[config.mk]
export PLATFORM = sky130hd
export DESIGN_NAME = gpc_top
export DESIGN_NICKNAME = d
export VERILOG_FILES = /design/src/logic/gpc_pkg.sv /design/src/logic/gpc_irq_if.sv /design/src/logic/gpc_edge_det.sv /design/src/logic/gpc_top.sv
export SDC_FILE = /design/constraint.sdc
export NUM_CORES = 1
export LEC_CHECK = 0
export ABC_CLOCK_PERIOD_IN_PS = 1100
export BUFFER_PORTS_ARGS = -buffer_cell sky130_fd_sc_hd__clkbuf_2
export CORE_MARGIN = 2
export CORE_UTILIZATION = 40
export DETAILED_ROUTE_END_ITERATION = 10
export GPL_TIMING_DRIVEN = 0
export PLACE_DENSITY = 0.7
export SLEW_MARGIN = 20
export SYNTH_ARGS = -nofsm -noshare
export SYNTH_HDL_FRONTEND = slang
export SYNTH_HIERARCHICAL = 1
export SYNTH_SLANG_ARGS = --single-unit
[constraint.sdc]
create_clock -name clk_i -period 1.1 [get_ports clk_i]
set_input_delay 0.165 -clock clk_i [delete_from_list [all_inputs] [get_ports clk_i]]
set_output_delay 0.165 -clock clk_i [all_outputs]
set_load 0.01 [all_outputs]
[src/logic/gpc_pkg.sv]
// Purpose: Shared constants for the GPIO pad configuration block
// Assumes: 8-bit special function register port from the CPU core
// Notes:   Offsets, field positions and reset values are named once here
package gpc_pkg;

  // ************************************************************
  // Register offsets
  // ************************************************************
  localparam logic [7:0] ADDR_PAGE_ADDRESS_HIGH = 8'ha0;  // Page byte for paged data
  localparam logic [7:0] ADDR_PAD_CONTROL       = 8'hb5;  // Pad modes and strengths
  localparam logic [7:0] ADDR_PAD_SETUP         = 8'hb6;  // Edges, clock pins, ref clock

  // ************************************************************
  // Pad control fields
  // ************************************************************
  localparam int POS_STROBE       = 7;  // Pad latch strobe
  localparam int POS_PULLUP_OFF   = 6;  // Pull-up off mode
  localparam int POS_KEY_MATRIX   = 5;  // Key matrix mode
  localparam int POS_DOUBLE_DRIVE = 4;  // Double output drive
  localparam int POS_LED_MIDTRIP  = 3;  // LED pin mid trip point
  localparam int POS_PINS_MIDTRIP = 2;  // Other pins mid trip point
  localparam int POS_LED_LEVEL    = 0;  // LED current level, two bits

  // ************************************************************
  // Pad setup fields
  // ************************************************************
  localparam int POS_IRQ1_ANY_EDGE = 7;  // Interrupt 1 any edge
  localparam int POS_IRQ0_ANY_EDGE = 6;  // Interrupt 0 any edge
  localparam int POS_CLK_PIN4_SEL  = 4;  // Clock out on pin 4
  localparam int POS_CLK_PIN6_SEL  = 5;  // Clock out on pin 6
  localparam int POS_CLK_EN        = 3;  // Clock output enable
  localparam int POS_REF_EN        = 2;  // Reference clock from pin 3

  // ************************************************************
  // Pin numbers and reset values
  // ************************************************************
  localparam int PIN_KEY_LO = 1;  // First pin of pull-up off and matrix groups
  localparam int PIN_ROFF_HI = 2;  // Last pin of pull-up off group
  localparam int PIN_REF    = 3;  // Reference clock pin, last matrix pin
  localparam int PIN_CLK_A  = 4;  // First clock output pin
  localparam int PIN_LED    = 5;  // LED current pin
  localparam int PIN_CLK_B  = 6;  // Second clock output pin

  localparam logic [7:0] RST_PAGE_ADDRESS_HIGH = 8'h00;  // Page byte reset
  localparam logic [7:0] RST_PAD_CONTROL       = 8'h0c;  // Both mid trip bits set
  localparam logic [7:0] RST_PAD_SETUP         = 8'h00;  // All off
  localparam logic       RST_PAD_LATCH         = 1'h0;   // Pad mode latches at reset

endpackage

[src/logic/gpc_irq_if.sv]
// Purpose: Carrier between the top and one interrupt edge detector
// Assumes: Single clock domain
// Notes:   Top drives configuration and pin, detector returns a request pulse
`timescale 1ns/100ps
interface gpc_irq_if;
  logic pin;          // Interrupt pin level, sampled by the detector
  logic any_edge;     // Trigger on both edges
  logic falling_sel;  // Polarity for single edge mode
  logic req;          // One-cycle request pulse

  modport ctrl (output pin, output any_edge, output falling_sel, input req);
  modport det  (input pin, input any_edge, input falling_sel, output req);
endinterface

[src/logic/gpc_edge_det.sv]
// Purpose: Edge detector for one external interrupt pin
// Assumes: Pin is synchronous to clk_i
// Notes:   One request pulse per qualifying edge
`timescale 1ns/100ps
module gpc_edge_det (
  input  wire logic clk_i,
  input  wire logic rst_i,
  gpc_irq_if.det    irq
);

  logic samp_q;  // Sampled pin
  logic prev_q;  // Previous sample
  logic req_q;   // Request pulse

  // Sample the pin in the CPU clock domain
  always_ff @(posedge clk_i) begin
    if (rst_i) begin
      // Start from the pin level so no false edge follows reset
      samp_q <= irq.pin;
      prev_q <= irq.pin;
    end else begin
      samp_q <= irq.pin;
      prev_q <= samp_q;
    end
  end

  // Edge qualification by mode and polarity
  always_ff @(posedge clk_i) begin
    if (rst_i) begin
      req_q <= 1'h0;
    end else if (irq.any_edge) begin
      req_q <= samp_q ^ prev_q;
    end else if (irq.falling_sel) begin
      req_q <= prev_q & ~samp_q;
    end else begin
      req_q <= ~prev_q & samp_q;
    end
  end

  assign irq.req = req_q;

endmodule

[src/logic/gpc_top.sv]
// Purpose: GPIO pad configuration registers and pad control
// Assumes: Register port is the CPU special function register access
// Notes:   Reads answer one cycle after the read strobe
`timescale 1ns/100ps
module gpc_top #(
  parameter int NUM_PINS = 8
) (
  input  wire logic                clk_i,
  input  wire logic                rst_i,
  input  wire logic [7:0]          sfr_addr_i,
  input  wire logic                sfr_wr_i,
  input  wire logic                sfr_rd_i,
  input  wire logic [7:0]          sfr_wdata_i,
  output logic      [7:0]          sfr_rdata_o,
  output logic                     sfr_hit_o,
  output logic      [7:0]          page_address_o,
  input  wire logic [NUM_PINS-1:0] port_out_i,
  input  wire logic [NUM_PINS-1:0] port_oe_i,
  input  wire logic [NUM_PINS-1:0] pad_in_i,
  output logic      [NUM_PINS-1:0] pad_out_o,
  output logic      [NUM_PINS-1:0] pad_oe_o,
  output logic      [NUM_PINS-1:0] pullup_dis_o,
  output logic                     double_drive_o,
  output logic                     led_pin_midtrip_o,
  output logic                     pins_midtrip_o,
  output logic      [1:0]          led_current_level_o,
  output logic                     led_current_on_o,
  input  wire logic                gen_clk_i,
  output logic                     clk_idle_o,
  output logic                     ref_clk_o,
  input  wire logic                ext_irq0_i,
  input  wire logic                ext_irq1_i,
  input  wire logic                ext_irq0_falling_sel_i,
  input  wire logic                ext_irq1_falling_sel_i,
  output logic                     ext_irq0_req_o,
  output logic                     ext_irq1_req_o
);

  // ************************************************************
  // Elaboration check
  // ************************************************************
  if (NUM_PINS < 7) begin : g_bad_pins
    $error("gpc_top needs at least seven pins");
  end

  // ************************************************************
  // Register storage
  // ************************************************************
  logic [7:0] page_q;      // Page byte
  logic [7:0] ctrl_q;      // Pad control as written
  logic [7:0] setup_q;     // Pad setup
  logic       roff_q;      // Pull-up off pad latch
  logic       matrix_q;    // Key matrix pad latch
  logic       strobe_q;    // Strobe delayed into pad latch timing
  logic [7:0] rdata_q;     // Read data
  logic       hit_q;       // Read hit flag
  logic       clk_run_q;   // Clock gate open
  logic       clk_out_q;   // Gated clock

  // Decode of an address against one register
  function automatic logic sel(input logic [7:0] a, input logic [7:0] off);
    sel = (a == off);
  endfunction

  // Page byte storage
  always_ff @(posedge clk_i) begin
    if (rst_i) begin
      page_q <= gpc_pkg::RST_PAGE_ADDRESS_HIGH;
    end else if (sfr_wr_i && sel(sfr_addr_i, gpc_pkg::ADDR_PAGE_ADDRESS_HIGH)) begin
      page_q <= sfr_wdata_i;
    end
  end

  // Pad control storage; modes only reach pads through the latch
  always_ff @(posedge clk_i) begin
    if (rst_i) begin
      ctrl_q <= gpc_pkg::RST_PAD_CONTROL;
    end else if (sfr_wr_i && sel(sfr_addr_i, gpc_pkg::ADDR_PAD_CONTROL)) begin
      ctrl_q <= sfr_wdata_i;
    end
  end

  // Pad setup storage, reserved bits kept as written
  always_ff @(posedge clk_i) begin
    if (rst_i) begin
      setup_q <= gpc_pkg::RST_PAD_SETUP;
    end else if (sfr_wr_i && sel(sfr_addr_i, gpc_pkg::ADDR_PAD_SETUP)) begin
      setup_q <= sfr_wdata_i;
    end
  end

  // ************************************************************
  // Pad mode latches
  // ************************************************************
  // Latch is open while strobe is high, holds after it clears;
  // done within two clocks of the clearing write
  always_ff @(posedge clk_i) begin
    if (rst_i) begin
      strobe_q <= 1'h0;
      roff_q   <= gpc_pkg::RST_PAD_LATCH;
      matrix_q <= gpc_pkg::RST_PAD_LATCH;
    end else begin
      strobe_q <= ctrl_q[gpc_pkg::POS_STROBE];
      if (strobe_q) begin
        roff_q   <= ctrl_q[gpc_pkg::POS_PULLUP_OFF];
        matrix_q <= ctrl_q[gpc_pkg::POS_KEY_MATRIX];
      end
    end
  end

  // ************************************************************
  // Register read
  // ************************************************************
  // Mode bits read back from the pad latches
  always_ff @(posedge clk_i) begin
    if (rst_i) begin
      rdata_q <= 8'h00;
      hit_q   <= 1'h0;
    end else if (sfr_rd_i) begin
      hit_q <= 1'h1;
      if (sel(sfr_addr_i, gpc_pkg::ADDR_PAGE_ADDRESS_HIGH)) begin
        rdata_q <= page_q;
      end else if (sel(sfr_addr_i, gpc_pkg::ADDR_PAD_CONTROL)) begin
        rdata_q <= ctrl_q;
        rdata_q[gpc_pkg::POS_PULLUP_OFF] <= roff_q;
        rdata_q[gpc_pkg::POS_KEY_MATRIX] <= matrix_q;
      end else if (sel(sfr_addr_i, gpc_pkg::ADDR_PAD_SETUP)) begin
        rdata_q <= setup_q;
      end else begin
        // Not ours: answer zero, no hit
        rdata_q <= 8'h00;
        hit_q   <= 1'h0;
      end
    end else begin
      hit_q <= 1'h0;
    end
  end

  // ************************************************************
  // Clock output gate
  // ************************************************************
  // Enable only gates the waveform; a cleared enable waits for the
  // low half of the running period, then holds zero
  always_ff @(posedge clk_i) begin
    if (rst_i) begin
      clk_run_q <= 1'h0;
      clk_out_q <= 1'h0;
    end else begin
      if (setup_q[gpc_pkg::POS_CLK_EN]) begin
        clk_run_q <= 1'h1;
      end else if (!gen_clk_i) begin
        clk_run_q <= 1'h0;
      end
      clk_out_q <= (clk_run_q | setup_q[gpc_pkg::POS_CLK_EN]) & gen_clk_i;
    end
  end

  // ************************************************************
  // Pad drive
  // ************************************************************
  logic [NUM_PINS-1:0] out_d;  // Next pad output
  logic [NUM_PINS-1:0] oe_d;   // Next pad enable
  logic [NUM_PINS-1:0] pud_d;  // Next pull-up disable

  // Pad override priority: reference, clock routing, matrix, port
  always_comb begin
    out_d = port_out_i;
    oe_d  = port_oe_i;
    pud_d = '0;
    for (int i = gpc_pkg::PIN_KEY_LO; i <= gpc_pkg::PIN_REF; i++) begin
      // Matrix pins driven low without pull-ups
      if (matrix_q) begin
        out_d[i] = 1'h0;
        oe_d[i]  = 1'h1;
        pud_d[i] = 1'h1;
      end
      // Pull-up off on the first two pins
      if (roff_q && i <= gpc_pkg::PIN_ROFF_HI) begin
        pud_d[i] = 1'h1;
      end
    end
    // Clock routing depends on select bits only
    if (setup_q[gpc_pkg::POS_CLK_PIN4_SEL]) begin
      out_d[gpc_pkg::PIN_CLK_A] = clk_out_q;
      oe_d[gpc_pkg::PIN_CLK_A]  = 1'h1;
    end
    if (setup_q[gpc_pkg::POS_CLK_PIN6_SEL]) begin
      out_d[gpc_pkg::PIN_CLK_B] = clk_out_q;
      oe_d[gpc_pkg::PIN_CLK_B]  = 1'h1;
    end
    // LED pin never drives as a normal output
    out_d[gpc_pkg::PIN_LED] = 1'h0;
    oe_d[gpc_pkg::PIN_LED]  = 1'h0;
    // Reference clock pin forced to input over port setup
    if (setup_q[gpc_pkg::POS_REF_EN]) begin
      out_d[gpc_pkg::PIN_REF] = 1'h0;
      oe_d[gpc_pkg::PIN_REF]  = 1'h0;
    end
  end

  logic [NUM_PINS-1:0] out_q;  // Pad output
  logic [NUM_PINS-1:0] oe_q;   // Pad enable
  logic [NUM_PINS-1:0] pud_q;  // Pull-up disable
  logic                ref_q;  // Reference clock sample
  logic                led_q;  // LED current switch
  logic                stat_q; // Clock gate closed status

  // Registered pad controls
  always_ff @(posedge clk_i) begin
    if (rst_i) begin
      out_q  <= '0;
      oe_q   <= '0;
      pud_q  <= '0;
      ref_q  <= 1'h0;
      led_q  <= 1'h0;
      stat_q <= 1'h1;
    end else begin
      out_q  <= out_d;
      oe_q   <= oe_d;
      pud_q  <= pud_d;
      ref_q  <= setup_q[gpc_pkg::POS_REF_EN] & pad_in_i[gpc_pkg::PIN_REF];
      // LED conducts only with a non-zero level
      led_q  <= port_out_i[gpc_pkg::PIN_LED] & (|ctrl_q[gpc_pkg::POS_LED_LEVEL +: 2]);
      // Idle only when neither the held gate nor the enable can pass the clock
      stat_q <= ~(clk_run_q | setup_q[gpc_pkg::POS_CLK_EN]);
    end
  end

  // ************************************************************
  // Interrupt edge detectors
  // ************************************************************
  gpc_irq_if irq0 ();
  gpc_irq_if irq1 ();

  // Edge mode and polarity per interrupt
  assign irq0.pin         = ext_irq0_i;
  assign irq0.any_edge    = setup_q[gpc_pkg::POS_IRQ0_ANY_EDGE];
  assign irq0.falling_sel = ext_irq0_falling_sel_i;
  assign irq1.pin         = ext_irq1_i;
  assign irq1.any_edge    = setup_q[gpc_pkg::POS_IRQ1_ANY_EDGE];
  assign irq1.falling_sel = ext_irq1_falling_sel_i;

  gpc_edge_det u_irq0 (
    .clk_i (clk_i),
    .rst_i (rst_i),
    .irq   (irq0.det)
  );

  gpc_edge_det u_irq1 (
    .clk_i (clk_i),
    .rst_i (rst_i),
    .irq   (irq1.det)
  );

  // ************************************************************
  // Outputs
  // ************************************************************
  assign sfr_rdata_o         = rdata_q;
  assign sfr_hit_o           = hit_q;
  assign page_address_o      = page_q;
  assign pad_out_o           = out_q;
  assign pad_oe_o            = oe_q;
  assign pullup_dis_o        = pud_q;
  assign double_drive_o      = ctrl_q[gpc_pkg::POS_DOUBLE_DRIVE];
  assign led_pin_midtrip_o   = ctrl_q[gpc_pkg::POS_LED_MIDTRIP];
  assign pins_midtrip_o      = ctrl_q[gpc_pkg::POS_PINS_MIDTRIP];
  assign led_current_level_o = ctrl_q[gpc_pkg::POS_LED_LEVEL +: 2];
  assign led_current_on_o    = led_q;
  assign clk_idle_o          = stat_q;
  assign ref_clk_o           = ref_q;
  assign ext_irq0_req_o      = irq0.req;
  assign ext_irq1_req_o      = irq1.req;

endmodule

======== Yosys cells after proc, flatten, opt, wreduce, memory -nomap -nowiden ========
Index checks and enable logic that the tools add are counted.
word-level totals
  flip-flop bits (word level) ............. 71
  latch bits .............................. 0
  RAM bits ................................ 0
  bits in read-only memories .............. 0
  word-level logic and storage cells ...... 79
  memories ................................ 0
cells by class
  add/subtract/negate cells ............... 0
  multiply operators ...................... 0
  divide/modulo/power cells ............... 0
  $lt $le $gt $ge ......................... 0
  eq/ne operators ......................... 4
  shift operators ......................... 0
  mux-type cells .......................... 23
  bitwise logic cells ..................... 16
  reduce and logical (&&, ||, !) cells .... 8
operators by type and width
  cell                  number
  $eq A8 B8 Y1 const B  3
  $mux W8               3
  $mux W1               20
  $reduce_or A2 Y1      4
  $and A1 B1 Y1         7
  $not A1 Y1            6
  $logic_and A1 B1 Y1   3
  $reduce_or A3 Y1      1
  $ne A2 B1 Y1 const B  1
  $xor A1 B1 Y1         2
  $or A1 B1 Y1          1

======== Longest topological paths before layout ========
Gate-level depths: netlist of the first run.
  word-level depth ........................ 4
  mapped depth ............................ 5
  gate-level depth less buffers ........... 4

======== Hierarchy ========
Netlist of the first run, hierarchy kept.
modules (own cells, without submodules)
  module        instances  cells an instance  area an instance (µm²)  seq. area each (µm²)
  gpc_top       1          229                2327.2                  1141.1
  gpc_edge_det  2          12                 125.1                   60.1

======== Worst setup path before layout of the first run ========
OpenSTA, ideal clock, no wires.
  path type ............................... input-to-reg
  start point ............................. in sfr_addr_i[1]
  end point ............................... reg page_q[0] (netlist: page_address_o[0])
  arrival time ............................ 1.091 ns
  data required time ...................... 1.028 ns
  slack ................................... -0.062 ns
  stages .................................. 4
  buffers on the path ..................... 1
  cell sequence ........................... nor4_4 -> and3_1 -> buf_6 -> mux2i_1
between the ends
  word-level cells in the longest chain between the ends .. 2
ends and longest elaborated chain
  what                  line           text
  from (decl)           gpc_top.sv:10  input wire logic [7:0] sfr_addr_i,
  $eq A8 B8 Y1          gpc_top.sv:62  sel = (a == off);
  $logic_and A1 B1 Y1   gpc_top.sv:69  end else if (sfr_wr_i && sel(sfr_addr_i, gpc_pkg::ADDR_PAGE_ADDRESS_HIGH)) begin
  to (signal assigned)  gpc_top.sv:68  page_q <= gpc_pkg::RST_PAGE_ADDRESS_HIGH;
  to (signal assigned)  gpc_top.sv:70  page_q <= sfr_wdata_i;
  to (decl)             gpc_top.sv:49  logic [7:0] page_q;
Every way passes these cells.
A chain may end at the register's enable or synchronous reset.

======== Final worst setup path of the first run ========
  start point ............................. reg u_irq1.prev_q
  end point ............................... reg u_irq1.req_q (netlist: u_irq1/irq.req)
between the ends
  word-level cells in the longest chain between the ends .. 4
  elaborated cells between the ends (all ways) .. 6
  classes of those cells .................. mux (2); bitwise (4)
ends and longest elaborated chain
  what                    line                text
  from (decl)             gpc_edge_det.sv:12  logic prev_q;
  from (signal assigned)  gpc_edge_det.sv:20  prev_q <= irq.pin;
  from (signal assigned)  gpc_edge_det.sv:23  prev_q <= samp_q;
  $not A1 Y1              gpc_edge_det.sv:36  req_q <= ~prev_q & samp_q;
  $and A1 B1 Y1           gpc_edge_det.sv:36
  $mux W1                 gpc_edge_det.sv:33  end else if (irq.falling_sel) begin
  $mux W1 *               gpc_edge_det.sv:31  end else if (irq.any_edge) begin
  to (signal assigned)    gpc_edge_det.sv:32  req_q <= samp_q ^ prev_q;
  to (signal assigned)    gpc_edge_det.sv:34  req_q <= prev_q & ~samp_q;
  to (signal assigned)    gpc_edge_det.sv:36
  to (decl)               gpc_edge_det.sv:13  logic req_q;
Mark *: on every way between the ends. The rest lies on a longest branch, timed or not.

==> results of run 1 <==
cells by family (layout without fill, tap and decap cells):
group,count (synthesis),after routing,synth area share [%]
and+or+nand+nor,90,90,20.8
muxes,30,30,11.7
DFF,63,63,48.9
adders and majority gates,4,4,1.94
AOI/OAI and AO/OA,33,33,9.51
buffers and inverters,32,134,6.94
other,1,7,0.145
worst max path at each step:
stage                            from                              to  slack (ns)  cells past startpoint
5_1_grt         u_irq1/prev_q$_DFF_P_       u_irq1/irq.req$_SDFF_PP0_      -0.003                      4
2_1_floorplan           sfr_addr_i[2]  page_address_o[0]$_SDFFE_PP0P_       -0.06                      4
4_1_cts        ctrl_q[0]$_SDFFE_PP0P_          led_current_level_o[0]      0.0008                      2
3_3_place_gp                    rst_i          pad_oe_o[3]$_SDFF_PP0_       -0.48                      5
6_report        u_irq1/prev_q$_DFF_P_       u_irq1/irq.req$_SDFF_PP0_        0.03                      4
3_5_place_dp                    rst_i         pad_out_o[4]$_SDFF_PP0_       -0.50                      5
repair_timing:
item                                    in CTS  in global routing
gates resized for setup                     10                 16
endpoints found under the setup margin      25                 31
pin swaps                                    2                  2
hold endpoints to repair                     2                  0
setup buffers                                2                  2
hold buffers                                 2                  0
power by group:
group          leakage [nW]  internal (mW)  switching [mW]
clock                 0.111           1.31           0.975
sequential            0.515           2.32          0.0148
combinational         0.972          0.181           0.200
state kept, by name (all words and copies together), names as in the netlist:
signal and flops:
clk_idle_o 1, pad_out_o 7, u_irq1/irq.req 1, setup_q 8, u_irq0/samp_q 1, page_address_o 8
strobe_q 1, clk_run_q 1, ctrl_q 8, clk_out_q 1, u_irq0/prev_q 1, sfr_rdata_o 8
pullup_dis_o 2, matrix_q 1, u_irq1/samp_q 1, u_irq0/irq.req 1, roff_q 1, ref_clk_o 1
led_current_on_o 1, sfr_hit_o 1, u_irq1/prev_q 1, pad_oe_o 7
per-layer routing:
layer	wire length (µm)	part of all wire, %
met5	0	0
met4	62	1.0
met3	444	7.1
met2	3040	49
met1	2670	43
worst register-to-register path, stage by stage, from the launching register on:
cell	delay, ns
dfxtp_2	0.33
inv_1	0.04
ha_1	0.17
mux2_4	0.26
o21a_1	0.16
layout make-up:
| type | instances | share of cell area, % |
|---|---|---|
| well taps | 77 | 2.81 |
| clock buffers | 9 | 3.61 |
| clock inverters | 7 | 2.99 |
| flip-flops and latches | 63 | 37.0 |
| plain buffers | 22 | 4.16 |
| multi-input cells | 164 | 34.7 |
| repair buffers | 89 | 13.9 |
| inverters | 7 | 0.766 |
stage by stage:
step	setup TNS [ns]	std cells
after global placement	-16.24	419
after global routing	-0.00251	438
after CTS	0	438
final	0	438
after detailed placement	-17.64	419
after floorplan	-0.310	259
placed cells by master, fill, tap and decap left out, types with 9 or more instances in the layout:
master,n
buf_4,15
clkbuf_2,83
clkbuf_8,9
dfxtp_1,56
mux2i_1,28
nand2b_1,30
nor2_1,24
nor3b_1,11
==> impl_metrics.csv, run 1 <==
group,metric,value,unit
timing,clock_skew,0.00783,ns
power_and_ir_drop,p_leak,1.60,nW
timing,fmax,939,MHz
power_and_ir_drop,finalPower,5.00,mW
placed_design,dp_slack,-0.503,ns
yosys,avgSynthCellArea,10.2,µm²
timing,hold_viol,0,
global_route,use_met2,30.7,%
cells_and_area,fin_util,54.6,%
yosys,yosys_warnings,6,
yosys,yosysMostFrequentCell,"dfxtp_1",
cells_and_area,area_growth,33.0,%
cts,tritoncts,"built",
worst_setup_path,arrival,1.30,ns
routing,drt_wl_total,6210,µm
floorplanning,core.rowCount,29,
yosys,synth_edf_count,0,
yosys,synthFlopType,"dfxtp_1",
cts,clk_path_buf_depth,2,
worst_setup_path,crit_type,"register to register",
yosys,synth_top_cell_by_area,"dfxtp_1",
cts,cts.htree.levels,3,
routing,drtIter0Drc,114,
cts,numCtsBuffers,9,
cells_and_area,ff_latch_area,1270,µm²
timing,slew_violations,0,
floorplanning,core,6280,µm²
routing,wire_per_inst,14.2,µm
cells_and_area,drive_above_1_share,39.1,%
min_path,whs_path_depth,3,
worst_setup_path,cpLargestDelayFamily,"flip-flops",
power_and_ir_drop,ir_worst_vdd,820,µV
routing,routed_via_density,4.92,
cells_and_area,n_antenna_cell,0,
placed_design,gp_congestion,0.796,
cts,cts_sinks,63,
global_route,grt_max_degree,14,
timing,worst_slack,0.0346,ns
worst_setup_path,timing.rr.end,"u_irq1/irq.req$_SDFF_PP0_",
yosys,synth.ff_latch_count,63,
worst_setup_path,rr_worst_depth,4,
global_route,grt_overflow,0,
worst_setup_path,reg2reg_slack,0.03,ns
global_route,use_met1,21.3,%
cts,clk_pin_slew,0.08,ns
yosys,synth_cell_type_count,36,
yosys,synth_area_leaders,"dfxtp_1 49%, mux2i_1 11%, nand2b_1 7.3%",
yosys,synth_top_area_share,48.9,%
min_path,whs_endpoint,"ref_clk_o$_SDFF_PP0_",
timing,period_share,96.9,%
placed_design,place_hpwl,4420,µm
cells_and_area,multi_input_area,1190,µm²
global_route,grt_pass1_wl,10000,µm
timing,max-slew-margin-rel,64.2,%
routing,drc,0,
global_route,use_met3,6.78,%
yosys,synthTopCellsByCount,"63 x dfxtp_1, 30 x nand2b_1, 28 x mux2i_1",
floorplanning,fp.dieW,84.3,µm
status,status,"completed",
worst_setup_path,slowest_delay,0.33,ns
floorplanning,dieArea,7100,µm²
floorplanning,start_util,41.1,%
worst_setup_path,startpoint_type,"register",
power_and_ir_drop,power_density,1460,nW/µm²
global_route,antenna_found_initial,0,
yosys,yosysSeqAreaShare,48.9,%
floorplanning,io_pins,100,
min_path,hp-class,"input port to register",
timing,fin_crit,1.07,ns
yosys,synth_area,2580,µm²
routing,via_count,2153,
yosys,syn-instance-count,253,
worst_setup_path,timing.rr.start,"u_irq1/prev_q$_DFF_P_",
placed_design,place_area,3110,µm²
worst_setup_path,crit_fanout,2,
global_route,grt_pass1_vias,2087,
timing,setup_viol,0,
cells_and_area,final_area,3430,µm²
routing,ant_nets,0,
placed_design,portBuffers,83,
worst_setup_path,cp_slowest_cell,"dfxtp_2",
floorplanning,die_h,84.3,µm
cts,ctsRootBufferMaster,"clkbuf_8",
routing,drt_first_pass_iters,4,
cells_and_area,fin_nets,409,
global_route,grt_util_all_layers,18.2,%
worst_setup_path,crit_buf_inv,1,
cells_and_area,fill_cells,574,
timing,whs,0.0169,ns
global_route,top_usage_layer,"met2",
timing,tightest_slew,0.536,ns
yosys,ys_async_sr_fraction,0,%
worst_setup_path,cp-end-kind,"register",
worst_setup_path,required,1.33,ns
worst_setup_path,crit_chain,"inv_1, ha_1, mux2_4, o21a_1",
job,maxCapViolations,0,
min_path,min-delay-start,"pad_in_i[3]",
cts,clock_latency,0.34,ns
No activity file was read; power rests on OpenSTA's default activity.
==> inputs of run 2 (changes only) <==
Settings changed: ABC_CLOCK_PERIOD_IN_PS 1100 to 1350, PLACE_DENSITY 0.7 to 0.68.
Clock period 1.1 ns to 1.35 ns, I/O delays scaled along.
==> run 2 against run 1 <==
Routed wire length increased by 1.6%. Sequential share of layout area increased by 0.50 points. Utilization decreased by 1.1 points. Design area decreased by 2.0%. Power decreased by 23%. Register-to-register slack improved by 0.19 ns. Via count increased by 0.88%. Cell count increased by 0.46%. Critical path depth increased by 2. Setup slack improved by 0.15 ns. Largest cell class unchanged. Largest power group unchanged. Highest routed layer unchanged.
==> impl_metrics.csv, run 2 (synthesized netlist as in run 1, its figures left out) <==
group,metric,value,unit
placed_design,place_area,3110,µm²
global_route,grt_pass1_wl,10500,µm
global_route,antenna_found_initial,0,
cells_and_area,fin_nets,411,
timing,fmax,855,MHz
worst_setup_path,required,1.57,ns
timing,tns,0,ns
routing,ant_nets,0,
worst_setup_path,slowest_delay,0.43,ns
cells_and_area,final_cell_mix,"84 x clkbuf_2, 63 x dfxtp_1, 30 x nand2b_1, 28 x mux2i_1, 24 x nor2_1",
cells_and_area,final_common_cell,"clkbuf_2",
routing,drt_wl_total,6310,µm
cells_and_area,fill_cells,619,
global_route,grt_overflow,0,
routing,wire_per_inst,14.4,µm
worst_setup_path,cp-end-kind,"register",
cts,clk_path_buf_depth,2,
floorplanning,core.rowCount,29,
cts,numCtsBuffers,9,
timing,period_share,86.7,%
worst_setup_path,cpLargestDelayFamily,"buffers and inverters",
worst_setup_path,startpoint_type,"input port",
cts,cts.htree.levels,3,
floorplanning,dieArea,7100,µm²
floorplanning,start_util,41.1,%
placed_design,place_hpwl,4590,µm
placed_design,portBuffers,83,
routing,drtIter0Drc,138,
worst_setup_path,arrival,1.39,ns
timing,max-slew-margin-rel,66.2,%
floorplanning,fp.dieW,84.3,µm
routing,drt_first_pass_iters,4,
cells_and_area,final_area,3360,µm²
global_route,grt_max_degree,14,
min_path,hp-class,"input port to register",
routing,drc,0,
floorplanning,io_pins,100,
worst_setup_path,timing.rr.start,"u_irq1/samp_q$_DFF_P_",
job,maxCapViolations,0,
power_and_ir_drop,p_leak,1.57,nW
power_and_ir_drop,power_density,1150,nW/µm²
min_path,min-delay-start,"pad_in_i[3]",
cts,ctsRootBufferMaster,"clkbuf_8",
routing,routed_via_density,4.94,
timing,whs,0.0498,ns
timing,clock_skew,0.00913,ns
timing,setup_viol,0,
status,status,"completed",
worst_setup_path,cp_slowest_cell,"clkbuf_1",
worst_setup_path,crit_buf_inv,3,
worst_setup_path,crit_fanout,10,
cells_and_area,n_antenna_cell,0,
cts,clk_pin_slew,0.08,ns
cells_and_area,drive_above_1_share,34.4,%
power_and_ir_drop,ir_worst_vdd,888,µV
cts,tritoncts,"built",
power_and_ir_drop,finalPower,3.87,mW
cts,clock_latency,0.34,ns
global_route,grt_util_all_layers,19.1,%
worst_setup_path,cp-startpoint,"rst_i",
timing,rsz0062_at_grt,"no",
placed_design,gp_congestion,0.788,
floorplanning,die_h,84.3,µm
worst_setup_path,crit_type,"input port to register",
worst_setup_path,crit_chain,"clkbuf_2, buf_2, clkbuf_1, nor3b_1, a41oi_1, o31ai_1",
timing,hold_viol,0,
timing,slew_violations,0,
cells_and_area,area_growth,30.3,%
routing,via_count,2172,
timing,fin_crit,1.17,ns
timing,tightest_slew,0.507,ns
global_route,grt_pass1_vias,2104,
floorplanning,core,6280,µm²
cts,cts_sinks,63,
[run 2: cell types whose count changed in the layout (fill, tap and decap cells not counted), moves of 3 or more]
cell | before | now
inv_2 | 3 | 0
ha_2 | 3 | 0
ha_1 | 1 | 4
dfxtp_2 | 7 | 0
dfxtp_1 | 56 | 63
inv_1 | 4 | 7
[run 2: worst paths after layout]
kind / to / slack [ns] / cells after the start
setup / recovery: sfr_rdata_o[2]$_SDFFE_PP0P_ / 0.18 / 6
hold / removal: ref_clk_o$_SDFF_PP0_ / 0.05 / 3
setup reg to reg: u_irq1/irq.req$_SDFF_PP0_ / 0.22 / 4
hold reg to reg: clk_idle_o$_SDFF_PP1_ / 0.46 / 1
[run 2: layout make-up]
cell class	count	area, µm²	area share (%)
Multi-Input combinational cell	164	1160	34.5
Tap cell	77	96.3	2.87
Clock inverter	7	80.1	2.38
Timing Repair Buffer	88	458	13.6
Inverter	7	26.3	0.782
Buffer	25	154	4.58
Clock buffer	9	124	3.69
Sequential cell	63	1260	37.5
[run 2: metrics by stage]
| stage | std cells | setup slack [ns] | utilization (%) |
|---|---|---|---|
| 2_1_floorplan | 259 | 0.150 | - |
| 3_3_place_gp | 419 | -0.276 | 49.6 |
| 3_5_place_dp | 419 | -0.319 | 49.6 |
| 4_1_cts | 437 | 0.0662 | 53.1 |
| 5_1_grt | 440 | 0.106 | 53.5 |
| 6_report | 440 | 0.180 | 53.5 |
[run 2: worst register-to-register path, stage by stage (launching register included)]
cell and delay (ns):
dfxtp_1 0.34, inv_1 0.06, ha_1 0.18, mux2_1 0.29, o21a_1 0.17
[run 2: metal layers]
layer	GRT usage (%)	wire, µm	vias to the layer above
li1	-	-	1072
met4	7.48	51	0
met2	31.2	3080	67
met1	23.2	2730	1029
met5	0	0	-
met3	6.59	449	4
[run 2: what timing repair did]
item / CTS / global route
endpoints found under the hold margin: 2 / 0
endpoints found under the setup margin: 0 / 13
hold buffers: 2 / 0
gates resized for setup: 0 / 2
buffers inserted: 0 / 3
[run 2: where the power goes]
group	total [mW]	leakage [nW]	internal, mW	switching [mW]
Clock	1.66	0.0964	0.870	0.793
Sequential	1.90	0.513	1.89	0.0114
Combinational	0.299	0.964	0.140	0.160
Total	3.87	1.57	2.90	0.965
